<file path="src/shared/sadc_pkg.sv">
// Constants for the converter control block: register map, field layout,
// reset values and timing. Assumes a Wishbone slave with 32-bit data.
package sadc_pkg;
    // ----------------------------------------------------------------
    // Register byte addresses
    // ----------------------------------------------------------------
    localparam logic [31:0] ADR_CONTROL = 32'hffff0500;
    localparam logic [31:0] ADR_POS_SEL = 32'hffff0504;
    localparam logic [31:0] ADR_NEG_SEL = 32'hffff0508;
    localparam logic [31:0] ADR_STATUS = 32'hffff050c;
    localparam logic [31:0] ADR_RESULT = 32'hffff0510;
    localparam logic [31:0] ADR_SOFT_RST = 32'hffff0514;
    localparam logic [31:0] ADR_GAIN = 32'hffff0530;
    localparam logic [31:0] ADR_OFFSET = 32'hffff0534;
    localparam logic [31:0] ADR_IRQ_MASK = 32'hffff0538;
    // ----------------------------------------------------------------
    // Reset values
    // ----------------------------------------------------------------
    localparam logic [15:0] RST_CONTROL = 16'h0600;
    localparam logic [7:0] RST_POS_SEL = 8'h00;
    localparam logic [7:0] RST_NEG_SEL = 8'h01;
    localparam logic [9:0] RST_GAIN = 10'h200;
    localparam logic [9:0] RST_OFFSET = 10'h200;
    localparam logic [7:0] RST_IRQ_MASK = 8'h01;
    // ----------------------------------------------------------------
    // Control and status field positions
    // ----------------------------------------------------------------
    localparam int CTL_DIV_LSB = 10;
    localparam int CTL_ACQ_LSB = 8;
    localparam int CTL_START_EN = 7;
    localparam int CTL_BUSY_EN = 6;
    localparam int CTL_POWER = 5;
    localparam int CTL_MODE_LSB = 3;
    localparam int CTL_TYPE_LSB = 0;
    localparam int STA_READY = 0;
    // ----------------------------------------------------------------
    // Encodings
    // ----------------------------------------------------------------
    localparam logic [1:0] MODE_SINGLE = 2'h0;
    localparam logic [1:0] MODE_DIFF = 2'h1;
    localparam logic [1:0] MODE_PSEUDO = 2'h2;
    localparam logic [2:0] TYPE_PIN = 3'h0;
    localparam logic [2:0] TYPE_TIMER1 = 3'h1;
    localparam logic [2:0] TYPE_TIMER0 = 3'h2;
    localparam logic [2:0] TYPE_SINGLE_SW = 3'h3;
    localparam logic [2:0] TYPE_CONT_SW = 3'h4;
    localparam logic [2:0] TYPE_PLA = 3'h5;
    localparam logic [4:0] POS_LAST_EXT = 5'h0f;
    localparam logic [4:0] POS_LAST_DIAG = 5'h13;
    localparam logic [4:0] NEG_INT_REF = 5'h10;
    // Negative sampling switch positions
    localparam logic [1:0] SW_CHAN = 2'h0;
    localparam logic [1:0] SW_GND = 2'h1;
    localparam logic [1:0] SW_REF = 2'h2;
    localparam logic [1:0] SW_OPEN = 2'h3;
    // ----------------------------------------------------------------
    // Timing, resolution and calibration midpoint
    // ----------------------------------------------------------------
    localparam logic [2:0] STEP_TICKS = 3'h4;
    localparam int RES_BITS = 12;
    localparam logic [9:0] CAL_MID = 10'h200;
endpackage : sadc_pkg

</file>
<file path="src/verilog/sadc_core.sv">
// Digital side of a 12-bit successive-approximation converter: channel
// selection, input switch sequencing, SAR stepping, calibration, status
// and interrupt, reached over a classic Wishbone slave.
// Assumes an analog macro that follows the switch and DAC code outputs
// and returns a comparator level asynchronous to clk_i.
`timescale 1ns/10ps
`default_nettype none
module sadc_core
    import sadc_pkg::*;
(
    input wire logic clk_i,                 // 10 MHz system clock
    input wire logic rst_i,                 // Synchronous reset, active high
    input wire logic cyc_i,                 // Wishbone cycle
    input wire logic stb_i,                 // Wishbone strobe
    input wire logic we_i,                  // Wishbone write enable
    input wire logic [31:0] adr_i,          // Wishbone byte address
    input wire logic [3:0] sel_i,           // Wishbone byte selects
    input wire logic [31:0] dat_i,          // Wishbone write data
    output logic [31:0] dat_o,              // Wishbone read data
    output logic ack_o,                     // Wishbone acknowledge
    output logic irq_o,                     // Converter interrupt, level
    input wire logic conv_start_pin_i,      // External start pin, async
    input wire logic timer0_i,              // Timer0 trigger pulse
    input wire logic timer1_i,              // Timer1 trigger pulse
    input wire logic pla_i,                 // PLA trigger pulse
    input wire logic comp_i,                // Comparator, high: input above DAC
    output logic [4:0] pos_mux_o,           // Positive channel route
    output logic [4:0] neg_mux_o,           // Negative channel route
    output logic route_valid_o,             // Positive route is a defined code, negative route too except in single-ended mode
    output logic pos_input_sw_o,            // Positive input connected
    output logic [1:0] negative_sampling_switch_o, // Negative switch position
    output logic comparator_balance_switch_o,      // Comparator balance closed
    output logic power_o,                   // Converter powered
    output logic [11:0] dac_code_o,         // SAR trial code to the DACs
    output logic conversion_busy_output_o,  // High while converting
    output logic busy_port_pin_o            // Busy routed to port pin
);
    // ----------------------------------------------------------------
    // Types and helpers
    // ----------------------------------------------------------------
    typedef enum logic [1:0] {
        ST_IDLE,
        ST_ACQ,
        ST_CONV,
        ST_DONE
    } sadc_state_e;

    function automatic logic [31:0] merge(input logic [31:0] old,
                                          input logic [31:0] nw,
                                          input logic [3:0] sel);
        logic [31:0] r;
        r = old;
        for (int b = 0; b < 4; b++)
        begin
            if (sel[b])
            begin
                r[b*8 +: 8] = nw[b*8 +: 8];
            end
        end
        return r;
    endfunction : merge

    // Apply gain (unity at 0x200) and offset (quarter-LSB steps around 0x200)
    function automatic logic [11:0] calib(input logic [11:0] raw,
                                          input logic [9:0] gn,
                                          input logic [9:0] of);
        logic [21:0] prod;
        logic signed [16:0] q;
        prod = raw * gn;
        q = $signed({1'b0, prod[21:7]}) + $signed({7'h00, of})
            - $signed({7'h00, CAL_MID});
        if (q < 0)
            return 12'h000;
        else if (q[16:2] > 15'h0fff)
            return 12'hfff;
        else
            return q[13:2];
    endfunction : calib

    // ----------------------------------------------------------------
    // Bus slave
    // ----------------------------------------------------------------
    logic req;
    logic acc;
    logic wr;
    logic rd;
    logic clr;
    logic [15:0] ctl_q;
    logic [7:0] pos_q;
    logic [7:0] neg_q;
    logic ready_q;
    logic [11:0] result_q;
    logic [9:0] gain_q;
    logic [9:0] offset_q;
    logic [7:0] mask_q;
    logic [31:0] rdata;

    assign req = cyc_i & stb_i;
    // Writes and read side effects land on the edge where ack is seen
    assign acc = req & ack_o;
    assign wr = acc & we_i;
    assign rd = acc & ~we_i;
    assign clr = rst_i | (wr & (adr_i == ADR_SOFT_RST));

    always_comb
    begin
        rdata = 32'h00000000;
        case (adr_i)
            ADR_CONTROL: rdata = {16'h0000, ctl_q};
            ADR_POS_SEL: rdata = {24'h000000, pos_q};
            ADR_NEG_SEL: rdata = {24'h000000, neg_q};
            ADR_STATUS: rdata = {31'h00000000, ready_q};
            ADR_RESULT: rdata = {20'h00000, result_q};
            ADR_GAIN: rdata = {22'h000000, gain_q};
            ADR_OFFSET: rdata = {22'h000000, offset_q};
            ADR_IRQ_MASK: rdata = {24'h000000, mask_q};
            default: rdata = 32'h00000000;
        endcase
    end

    always_ff @(posedge clk_i)
    begin
        if (rst_i)
        begin
            ack_o <= 1'b0;
            dat_o <= 32'h00000000;
        end
        else
        begin
            ack_o <= req & ~ack_o;
            if (req & ~ack_o & ~we_i)
            begin
                dat_o <= rdata;
            end
        end
    end

    // ----------------------------------------------------------------
    // Software registers
    // ----------------------------------------------------------------
    logic sw_type_done;
    logic [31:0] ctl_m;
    logic [31:0] pos_m;
    logic [31:0] neg_m;
    logic [31:0] gain_m;
    logic [31:0] offset_m;
    logic [31:0] mask_m;

    // Byte-lane merge of write data into each register's current value
    assign ctl_m = merge({16'h0000, ctl_q}, dat_i, sel_i);
    assign pos_m = merge({24'h000000, pos_q}, dat_i, sel_i);
    assign neg_m = merge({24'h000000, neg_q}, dat_i, sel_i);
    assign gain_m = merge({22'h000000, gain_q}, dat_i, sel_i);
    assign offset_m = merge({22'h000000, offset_q}, dat_i, sel_i);
    assign mask_m = merge({24'h000000, mask_q}, dat_i, sel_i);

    always_ff @(posedge clk_i)
    begin
        if (clr)
        begin
            ctl_q <= RST_CONTROL;
            pos_q <= RST_POS_SEL;
            neg_q <= RST_NEG_SEL;
            gain_q <= RST_GAIN;
            offset_q <= RST_OFFSET;
            mask_q <= RST_IRQ_MASK;
        end
        else
        begin
            if (wr & (adr_i == ADR_CONTROL))
            begin
                ctl_q <= ctl_m[15:0];
            end
            else if (sw_type_done)
            begin
                ctl_q[CTL_TYPE_LSB +: 3] <= TYPE_PIN;
            end
            if (wr & (adr_i == ADR_POS_SEL))
            begin
                pos_q <= {3'h0, pos_m[4:0]};
            end
            if (wr & (adr_i == ADR_NEG_SEL))
            begin
                neg_q <= {3'h0, neg_m[4:0]};
            end
            if (wr & (adr_i == ADR_GAIN))
            begin
                gain_q <= gain_m[9:0];
            end
            if (wr & (adr_i == ADR_OFFSET))
            begin
                offset_q <= offset_m[9:0];
            end
            if (wr & (adr_i == ADR_IRQ_MASK))
            begin
                mask_q <= {7'h00, mask_m[0]};
            end
        end
    end

    // ----------------------------------------------------------------
    // Trigger inputs
    // ----------------------------------------------------------------
    logic pin_s1_q;
    logic pin_s2_q;
    logic pin_s3_q;
    logic comp_s1_q;
    logic comp_s2_q;
    logic trig;
    logic [2:0] ctype;
    logic [1:0] mode;
    logic cont_run_q;

    always_ff @(posedge clk_i)
    begin
        if (rst_i)
        begin
            pin_s1_q <= 1'b0;
            pin_s2_q <= 1'b0;
            pin_s3_q <= 1'b0;
            comp_s1_q <= 1'b0;
            comp_s2_q <= 1'b0;
        end
        else
        begin
            pin_s1_q <= conv_start_pin_i;
            pin_s2_q <= pin_s1_q;
            pin_s3_q <= pin_s2_q;
            comp_s1_q <= comp_i;
            comp_s2_q <= comp_s1_q;
        end
    end

    assign ctype = ctl_q[CTL_TYPE_LSB +: 3];
    assign mode = ctl_q[CTL_MODE_LSB +: 2];

    always_comb
    begin
        trig = 1'b0;
        case (ctype)
            TYPE_PIN: trig = pin_s2_q & ~pin_s3_q;
            TYPE_TIMER1: trig = timer1_i;
            TYPE_TIMER0: trig = timer0_i;
            TYPE_SINGLE_SW: trig = 1'b1;
            TYPE_CONT_SW: trig = 1'b1;
            TYPE_PLA: trig = pla_i;
            default: trig = 1'b0;
        endcase
        // A running continuous loop ignores the start enable
        trig = ctl_q[CTL_POWER] & (mode != 2'h3)
               & ((trig & ctl_q[CTL_START_EN]) | (cont_run_q & (ctype == TYPE_CONT_SW)));
    end

    // ----------------------------------------------------------------
    // Converter clock prescaler
    // ----------------------------------------------------------------
    logic [4:0] pre_q;
    logic tick;
    logic [4:0] pre_top;

    assign pre_top = (ctl_q[CTL_DIV_LSB +: 3] > 3'h5) ? 5'h1f
                     : 5'((6'h01 << ctl_q[CTL_DIV_LSB +: 3]) - 6'h01);
    assign tick = (pre_q == 5'h00);

    always_ff @(posedge clk_i)
    begin
        if (clr)
        begin
            pre_q <= 5'h00;
        end
        else
        begin
            pre_q <= tick ? pre_top : pre_q - 5'h01;
        end
    end

    // ----------------------------------------------------------------
    // Conversion sequencer
    // ----------------------------------------------------------------
    sadc_state_e state_q;
    logic [4:0] acq_q;
    logic [3:0] bit_q;
    logic [2:0] step_q;
    logic [11:0] sar_q;
    logic busy_q;
    logic [4:0] acq_len;

    assign acq_len = 5'(6'h02 << ctl_q[CTL_ACQ_LSB +: 2]);
    assign sw_type_done = (state_q == ST_DONE) & (ctype == TYPE_SINGLE_SW);

    always_ff @(posedge clk_i)
    begin
        if (clr)
        begin
            state_q <= ST_IDLE;
            acq_q <= 5'h00;
            bit_q <= 4'h0;
            step_q <= 3'h0;
            sar_q <= 12'h000;
            busy_q <= 1'b0;
            cont_run_q <= 1'b0;
            result_q <= 12'h000;
        end
        else
        begin
            case (state_q)
                ST_IDLE:
                begin
                    if (trig)
                    begin
                        state_q <= ST_ACQ;
                        acq_q <= acq_len;
                    end
                end
                ST_ACQ:
                begin
                    if (tick)
                    begin
                        acq_q <= acq_q - 5'h01;
                        if (acq_q == 5'h01)
                        begin
                            // Start: acquisition ends, MSB trial goes out
                            state_q <= ST_CONV;
                            busy_q <= 1'b1;
                            bit_q <= 4'(RES_BITS - 1);
                            step_q <= STEP_TICKS;
                            sar_q <= 12'h800;
                        end
                    end
                end
                ST_CONV:
                begin
                    // Each trial waits several ticks to cover comparator sync
                    if (tick)
                    begin
                        step_q <= step_q - 3'h1;
                        if (step_q == 3'h1)
                        begin
                            if (!comp_s2_q)
                            begin
                                sar_q[bit_q] <= 1'b0;
                            end
                            if (bit_q == 4'h0)
                            begin
                                state_q <= ST_DONE;
                            end
                            else
                            begin
                                sar_q[bit_q - 4'h1] <= 1'b1;
                                bit_q <= bit_q - 4'h1;
                                step_q <= STEP_TICKS;
                            end
                        end
                    end
                end
                ST_DONE:
                begin
                    result_q <= calib(sar_q, gain_q, offset_q);
                    busy_q <= 1'b0;
                    cont_run_q <= (ctype == TYPE_CONT_SW);
                    state_q <= ST_IDLE;
                end
                default:
                begin
                    state_q <= ST_IDLE;
                end
            endcase
            if (ctype != TYPE_CONT_SW)
            begin
                cont_run_q <= 1'b0;
            end
        end
    end

    // ----------------------------------------------------------------
    // Ready flag and interrupt
    // ----------------------------------------------------------------
    always_ff @(posedge clk_i)
    begin
        if (clr)
        begin
            ready_q <= 1'b0;
            irq_o <= 1'b0;
        end
        else
        begin
            // Completion wins over a clear in the same cycle
            if (state_q == ST_DONE)
            begin
                ready_q <= 1'b1;
            end
            else if ((rd & (adr_i == ADR_RESULT))
                     | (wr & (adr_i == ADR_STATUS) & sel_i[0] & dat_i[STA_READY]))
            begin
                ready_q <= 1'b0;
            end
            irq_o <= ready_q & mask_q[0];
        end
    end

    // ----------------------------------------------------------------
    // Analog switch and route outputs
    // ----------------------------------------------------------------
    logic [1:0] nsw_d;
    logic conv_d;
    logic pos_ok;
    logic neg_ok;

    assign conv_d = (state_q == ST_CONV) | (state_q == ST_DONE);
    assign pos_ok = (pos_q[4:0] <= POS_LAST_DIAG);
    assign neg_ok = (neg_q[4:0] <= NEG_INT_REF);

    always_comb
    begin
        nsw_d = SW_CHAN;
        case (mode)
            MODE_SINGLE: nsw_d = SW_GND;
            MODE_PSEUDO: nsw_d = conv_d ? SW_REF : SW_CHAN;
            MODE_DIFF: nsw_d = conv_d ? SW_OPEN : SW_CHAN;
            default: nsw_d = SW_OPEN;
        endcase
    end

    always_ff @(posedge clk_i)
    begin
        if (clr)
        begin
            pos_mux_o <= 5'h00;
            neg_mux_o <= 5'h00;
            route_valid_o <= 1'b0;
            pos_input_sw_o <= 1'b0;
            negative_sampling_switch_o <= SW_GND;
            comparator_balance_switch_o <= 1'b1;
            power_o <= 1'b0;
            dac_code_o <= 12'h000;
            conversion_busy_output_o <= 1'b0;
            busy_port_pin_o <= 1'b0;
        end
        else
        begin
            pos_mux_o <= pos_q[4:0];
            neg_mux_o <= neg_q[4:0];
            route_valid_o <= pos_ok & (neg_ok | (mode == MODE_SINGLE));
            pos_input_sw_o <= ~conv_d;
            negative_sampling_switch_o <= nsw_d;
            comparator_balance_switch_o <= ~conv_d;
            power_o <= ctl_q[CTL_POWER];
            dac_code_o <= sar_q;
            conversion_busy_output_o <= busy_q;
            busy_port_pin_o <= busy_q & ctl_q[CTL_BUSY_EN];
        end
    end
endmodule : sadc_core
`default_nettype wire

</file>
<file path="config.mk">
export PLATFORM = sky130hd
export DESIGN_NAME = sadc_core
export DESIGN_NICKNAME = d
export VERILOG_FILES = /design/src/shared/sadc_pkg.sv /design/src/verilog/sadc_core.sv
export SDC_FILE = /design/constraint.sdc
export NUM_CORES = 1
export LEC_CHECK = 0
export BUFFER_PORTS_ARGS = -buffer_cell sky130_fd_sc_hd__buf_2
export CORE_UTILIZATION = 52
export DETAILED_ROUTE_END_ITERATION = 8
export GPL_ROUTABILITY_DRIVEN = 0
export PLACE_DENSITY = 0.76
export SYNTH_ARGS = -nofsm -noshare
export SYNTH_HDL_FRONTEND = slang
export SYNTH_SLANG_ARGS = --single-unit
</file>
<file path="constraint.sdc">
create_clock -name clk_i -period 9.6 [get_ports clk_i]
set_input_delay 1.92 -clock clk_i [delete_from_list [all_inputs] [get_ports clk_i]]
set_output_delay 1.92 -clock clk_i [all_outputs]
set_load 0.01 [all_outputs]
</file>
### Word-level counts from Yosys, hierarchy flattened

Cells that the tools add are included.

* flip-flop bits (word level): 162
* bits in latches: 0
* bits in writable memories: 0
* ROM bits: 0
* word-level logic and storage cells: 210
* memories: 0

* $add $sub $neg: 7
* $mul: 1
* divide/modulo/power cells: 0
* order comparisons: 9
* eq/ne operators: 31
* shift-type cells: 2
* multiplexer cells: 54
* bitwise logic cells: 38
* reductions and logical operators: 30

Operators with widths (count)
* 32-bit equality test (second input constant): 9
* 12-bit two-way mux: 12
* 16-bit case mux with 8 select lines: 1
* 1-bit bitwise AND: 26
* 3-bit two-way mux: 8
* 12-bit case mux with 2 select lines: 1
* 12-bit by 10-bit multiplier with 22-bit output: 1
* 4-bit two-way mux: 5
* 5-bit two-way mux: 4
* 2-bit AND reduction: 10
* 2-bit != test (second input constant): 9
* 17-bit by 1-bit < comparator with 1-bit output (second input constant): 1
* 16-bit by 10-bit subtractor with 17-bit output (second input constant): 1
* 15-bit by 10-bit adder with 16-bit output: 1
* 2-bit two-way mux: 8
* 15-bit by 12-bit greater-than comparator with 1-bit output (second input constant): 1
* 5-bit by 1-bit subtractor with 5-bit output (second input constant): 3
* 12-bit bitwise AND: 1
* 12-bit NOT: 1
* 12-bit OR: 1
* 6-bit AND reduction: 2
* 5-bit less-or-equal comparator (second input constant): 2
* 4-bit by 5-bit < comparator with 1-bit output (second input constant): 2
* 5-bit case mux with 2 select lines: 1
* 33 further kinds: 61

### Longest topological paths before layout

* depth after elaboration: 16
* depth in mapped cells: 35
* mapped depth without buffers: 33

### Least setup slack after synthesis

Ideal clock, no wire load.

* kind: flip-flop to flip-flop
* from: register gain_q[3]
* to: register result_q[10]
* setup time: 126 ps
* data arrival time: 7808 ps
* data required time: 9474 ps
* slack: 1666 ps
* stages on the path, launching flop included: 36
* path buffers: 2
* cell sequence: dfxtp_1 -> clkbuf_1 -> nand2_1 -> fa_1 -> inv_1 -> fa_1 -> inv_1 -> fa_1 -> inv_1 -> fa_1 -> inv_1 -> fa_1 -> inv_1 -> ha_1 -> o21a_1 -> nor2b_1 -> a311oi_1 -> a21oi_1 -> a21oi_1 -> nor2b_1 -> o21a_1 -> nor2_1 -> xor2_1 -> ha_1 -> inv_1 -> ha_1 -> and3_1 -> a221oi_1 -> o21ai_1 -> a31oi_1 -> nand4b_1 -> nor4_1 -> nor3_1 -> o32ai_2 -> buf_6 -> a21oi_2

* word-level cells in the longest chain between the ends: 6
* elaborated cells on any way between the ends: 7
* classes of those cells: add/sub (2); mul (1); order compare (2); mux (2)

Ends and longest elaborated chain
* start, declared: line sadc_core.sv:93 `logic [9:0] gain_q;`
* start signal, assigned: line sadc_core.sv:188 `gain_q <= gain_m[9:0];`
* 12-bit by 10-bit multiplier with 22-bit output (*): line sadc_core.sv:69 `prod = raw * gn;`
* 15-bit by 10-bit adder with 16-bit output (*): line sadc_core.sv:70 `q = $signed({1'b0, prod[21:7]}) + $signed({7'h00, of})`
* 16-bit by 10-bit subtractor with 17-bit output (*): line sadc_core.sv:71 `- $signed({7'h00, CAL_MID});`
* 15-bit by 12-bit greater-than comparator with 1-bit output: line sadc_core.sv:74 `else if (q[16:2] > 15'h0fff)`
* 12-bit two-way mux: line sadc_core.sv:74
* 12-bit two-way mux (*): line sadc_core.sv:72 `if (q < 0)`
* end signal, assigned: line sadc_core.sv:358 `result_q <= calib(sar_q, gain_q, offset_q);`
* end, declared: line sadc_core.sv:92 `logic [11:0] result_q;`

Every way passes the cells marked *; elsewhere a longest branch is shown, timed or not.
A chain may end at the register's enable or synchronous reset.

### Final worst setup path

* from: register sar_q[7]
* to: register result_q[0]

* word-level cells in the longest chain between the ends: 6
* elaborated cells on any way between the ends: 7
* classes of those cells: add/sub (2); mul (1); order compare (2); mux (2)

Ends and longest elaborated chain
* start, declared: line sadc_core.sv:284 `logic [11:0] sar_q;`
* start signal, assigned: line sadc_core.sv:299 `sar_q <= 12'h000;`
* start signal, assigned: line sadc_core.sv:327 `sar_q <= 12'h800;`
* start signal, assigned by index: line sadc_core.sv:341 `sar_q[bit_q] <= 1'b0;`
* 12-bit by 10-bit multiplier with 22-bit output (*): line sadc_core.sv:69
* 15-bit by 10-bit adder with 16-bit output (*): line sadc_core.sv:70
* 16-bit by 10-bit subtractor with 17-bit output (*): line sadc_core.sv:71
* 15-bit by 12-bit greater-than comparator with 1-bit output: line sadc_core.sv:74
* 12-bit two-way mux: line sadc_core.sv:74
* 12-bit two-way mux (*): line sadc_core.sv:72

Marks and branches as above.

==> flow_summary.json <==
{
  "initial_core_util": 0.532,
  "die_h_um": 149,
  "synthDistinctLibCells": 74,
  "grt_overflow": 0,
  "cp_num_buf_inv": 7,
  "fin_nets": 1636,
  "first_pass_iters": 7,
  "synthCells": 1324,
  "drc": 0,
  "yosysWarnings": 0,
  "cts_buffer_depth": 2,
  "cts_resized": 0,
  "synth_enable_flop_cells": 0,
  "die_area_sq_um": 22200,
  "setup_tns_ps": 0,
  "finalMaxSlewViolations": 0,
  "grt_pass1_wl_mm": 45.5,
  "seq_area_frac_synth": 0.260,
  "cts.sinks": 146,
  "drt_iter0_drc": 768,
  "numCtsBuffers": 17,
  "clock_power_share": 0.405,
  "hpwl_mm": 20.5,
  "grt_pass1_vias": 9230,
  "ant_nets": 0,
  "arrival_ps": 9050,
  "crit_path_start_kind": "flop",
  "grt_usage": 0.258,
  "syn_area_sq_um": 11300,
  "path_delay_family": "adder cells",
  "worstSkewPairLatency_ps": 440,
  "min_period_ps": 8740,
  "wl_per_cell_um": 16.2,
  "worstMarginPinSlew_ps": 1130,
  "cts_root_buf": "clkbuf_16",
  "crit_fanout": 12,
  "pwr-share-seq": 0.404,
  "synthToLayoutAreaGrowth_pct": 10.8,
  "power_mw": 1.62,
  "core_region_area_sq_um": 21200,
  "die_w_um": 149,
  "r2r_slack_ps": 860,
  "run_status": "completed",
  "grt_max_degree": 53,
  "syn_area_per_cell_sq_um": 8.50,
  "max_freq_mhz": 114,
  "critPathKind": "flop to flop",
  "synthFlopType": "dfxtp_1",
  "num_rows": 53,
  "fill_cells": 1872,
  "whs_ps": 453,
  "p_sw_mw": 0.503,
  "slowest_delay_ps": 670,
  "wirelength_mm": 27.1,
  "synth-seq-cells": 146,
  "hp-class": "flop to flop",
  "hold_violations": 0,
  "slowest_stage": "dfxtp_1",
  "fin_worst_skew_ps": 13.2,
  "internal_power_mw": 1.12,
  "period_share": 0.910,
  "port_buffers": 107,
  "viasPerCell": 5.72,
  "antenna_found_initial": 1,
  "clkSlewWorstSetupHoldPaths_ps": 60,
  "post_cts_buffers": 0,
  "slew_headroom": 0.240,
  "pin_count": 142,
  "via_count": 9579,
  "ir_worst_vdd_uv": 142,
  "finalSetupViolations": 0,
  "rsz0062_at_grt": "no",
  "ys_async_sr_fraction": 0,
  "ctsHoldBuffers": 0,
  "p_per_area_nw_per_um2": 130,
  "combPwrFrac": 0.190,
  "drv_cap": 0,
  "cpMostUsedCell": "inv_1",
  "h-tree-depth": 4,
  "cts_tree": "built",
  "leakage_nw": 5.80,
  "cp_data_required_time_ps": 9920,
  "worst_setup_path_end_kind": "flop",
  "drive_above_1_share": 0.124,
  "p_sw_frac": 0.310
}
-- path summary, 6_finish.rpt --
| check | endpoint | start | cells past startpoint |
|---|---|---|---|
| worst max register to register | result_q[0] | sar_q[7] | 34 |
| worst min register to register | step_q[1] | step_q[1] | 2 |
| worst max-delay path | result_q[0] | sar_q[7] | 34 |
| worst min-delay path | step_q[1] | step_q[1] | 2 |
-- sequential cells by signal, indices dropped and copies added (netlist names), 2 cells and up --
name                        flops
pos_q                           5
neg_q                           5
dat_o                          16
step_q                          3
ctl_q                          16
result_q                       12
dac_code_o                     12
offset_q                       10
gain_q                         10
pos_mux_o                       5
state_q                         2
neg_mux_o                       5
bit_q                           4
sar_q                          12
pre_q                           5
acq_q                           5
negative_sampling_switch_o      2
-- worst min-delay path, stage by stage (launching register included) --
cell and delay, ps:
dfxtp_1 310, nand2_1 50, a21oi_1 50
-- kinds of logic after synthesis --
| kind of cell | synth area share |
|---|---|
| muxes | 0.0312 |
| AOI/OAI and AO/OA | 0.161 |
| xor gates and xnor gates | 0.0218 |
| DFF | 0.260 |
| and+or+nand+nor | 0.212 |
| other | 0.000333 |
| buffers and inverters | 0.0726 |
| adders and majority gates | 0.242 |
-- final cells by class --
cell class	count	area [sq um]	area share
clock inverter	14	144	0.0115
clock buffer	18	439	0.0352
inverter	112	420	0.0337
timing repair buffer	116	603	0.0484
antenna	1	2.50	0.000201
sequential	146	2920	0.234
tap	275	344	0.0276
multi-input combinational	994	7600	0.609
-- power by group through the flow --
stage / logic, mW / clock network, mW / registers, mW
2_1_floorplan: 0.251 / 0 / 0.656
3_3_place_gp: 0.298 / 0 / 0.666
3_5_place_dp: 0.304 / 0 / 0.668
4_1_cts: 0.307 / 0.662 / 0.655
5_1_grt: 0.346 / 0.689 / 0.658
6_report: 0.308 / 0.656 / 0.655
-- layer usage --
metal	global-route usage	up-vias	wire (um)	share of wire
li1	-	4602	-	-
met1	0.335	4635	11900	0.44
met2	0.435	287	13100	0.48
met3	0.0349	55	1360	0.050
met4	0.0974	0	725	0.027
met5	0	-	0	0
-- stage by stage --
stage	setup WS (ps)	utilization	instances	cell area (sq um)
6_report	864	0.590	1676	12500
5_1_grt	283	0.590	1676	12500
4_1_cts	856	0.589	1675	12500
3_5_place_dp	914	0.562	1643	11900
3_3_place_gp	1140	0.562	1643	11900
2_1_floorplan	1670	-	1339	11300
-- synth_stat cells, drive strengths merged (7+ instances only) --
library cell	n	area (sq um)
dfxtp	146	2920
nand2	136	510
inv	112	420
nor2	97	364
a21oi	93	507
ha	93	1160
and2	87	544
fa	78	1560
clkbuf	65	244
nor2b	37	231
a22oi	36	270
mux2i	34	340
o21ai	34	170
nor3	28	145
nand3	27	135
buf	22	153
xnor2	20	175
o31ai	16	120
a21o	13	97.6
and3	12	75.1
nor4	12	81.3
nand2b	11	68.8
nand4	11	68.8
xor2	8	70.1
a211oi	7	52.6
o21a	7	52.6
-- layout by cell type (no fill, tap or decap), types with 6 or more instances in the layout --
cell type and instances:
nor2_1 97, a211oi_1 7, clkbuf_16 17, mux2i_1 34
a22oi_1 36, xnor2_1 20, buf_2 107, dfxtp_1 146
o21a_1 7, conb_1 16, nand3_1 27, o31ai_1 15
and2_1 86, nor3_1 27, a21oi_2 11, o22ai_1 6
ha_1 93, o21ai_0 30, buf_4 9, nand2_1 136
nand2b_1 11, nor2b_1 37, xor2_1 8, nand4_1 11
nor4_1 10, a21o_1 13, and3_1 12, a21oi_1 82
inv_1 112, fa_1 78
Note: power is estimated with default switching activity, not from simulation.
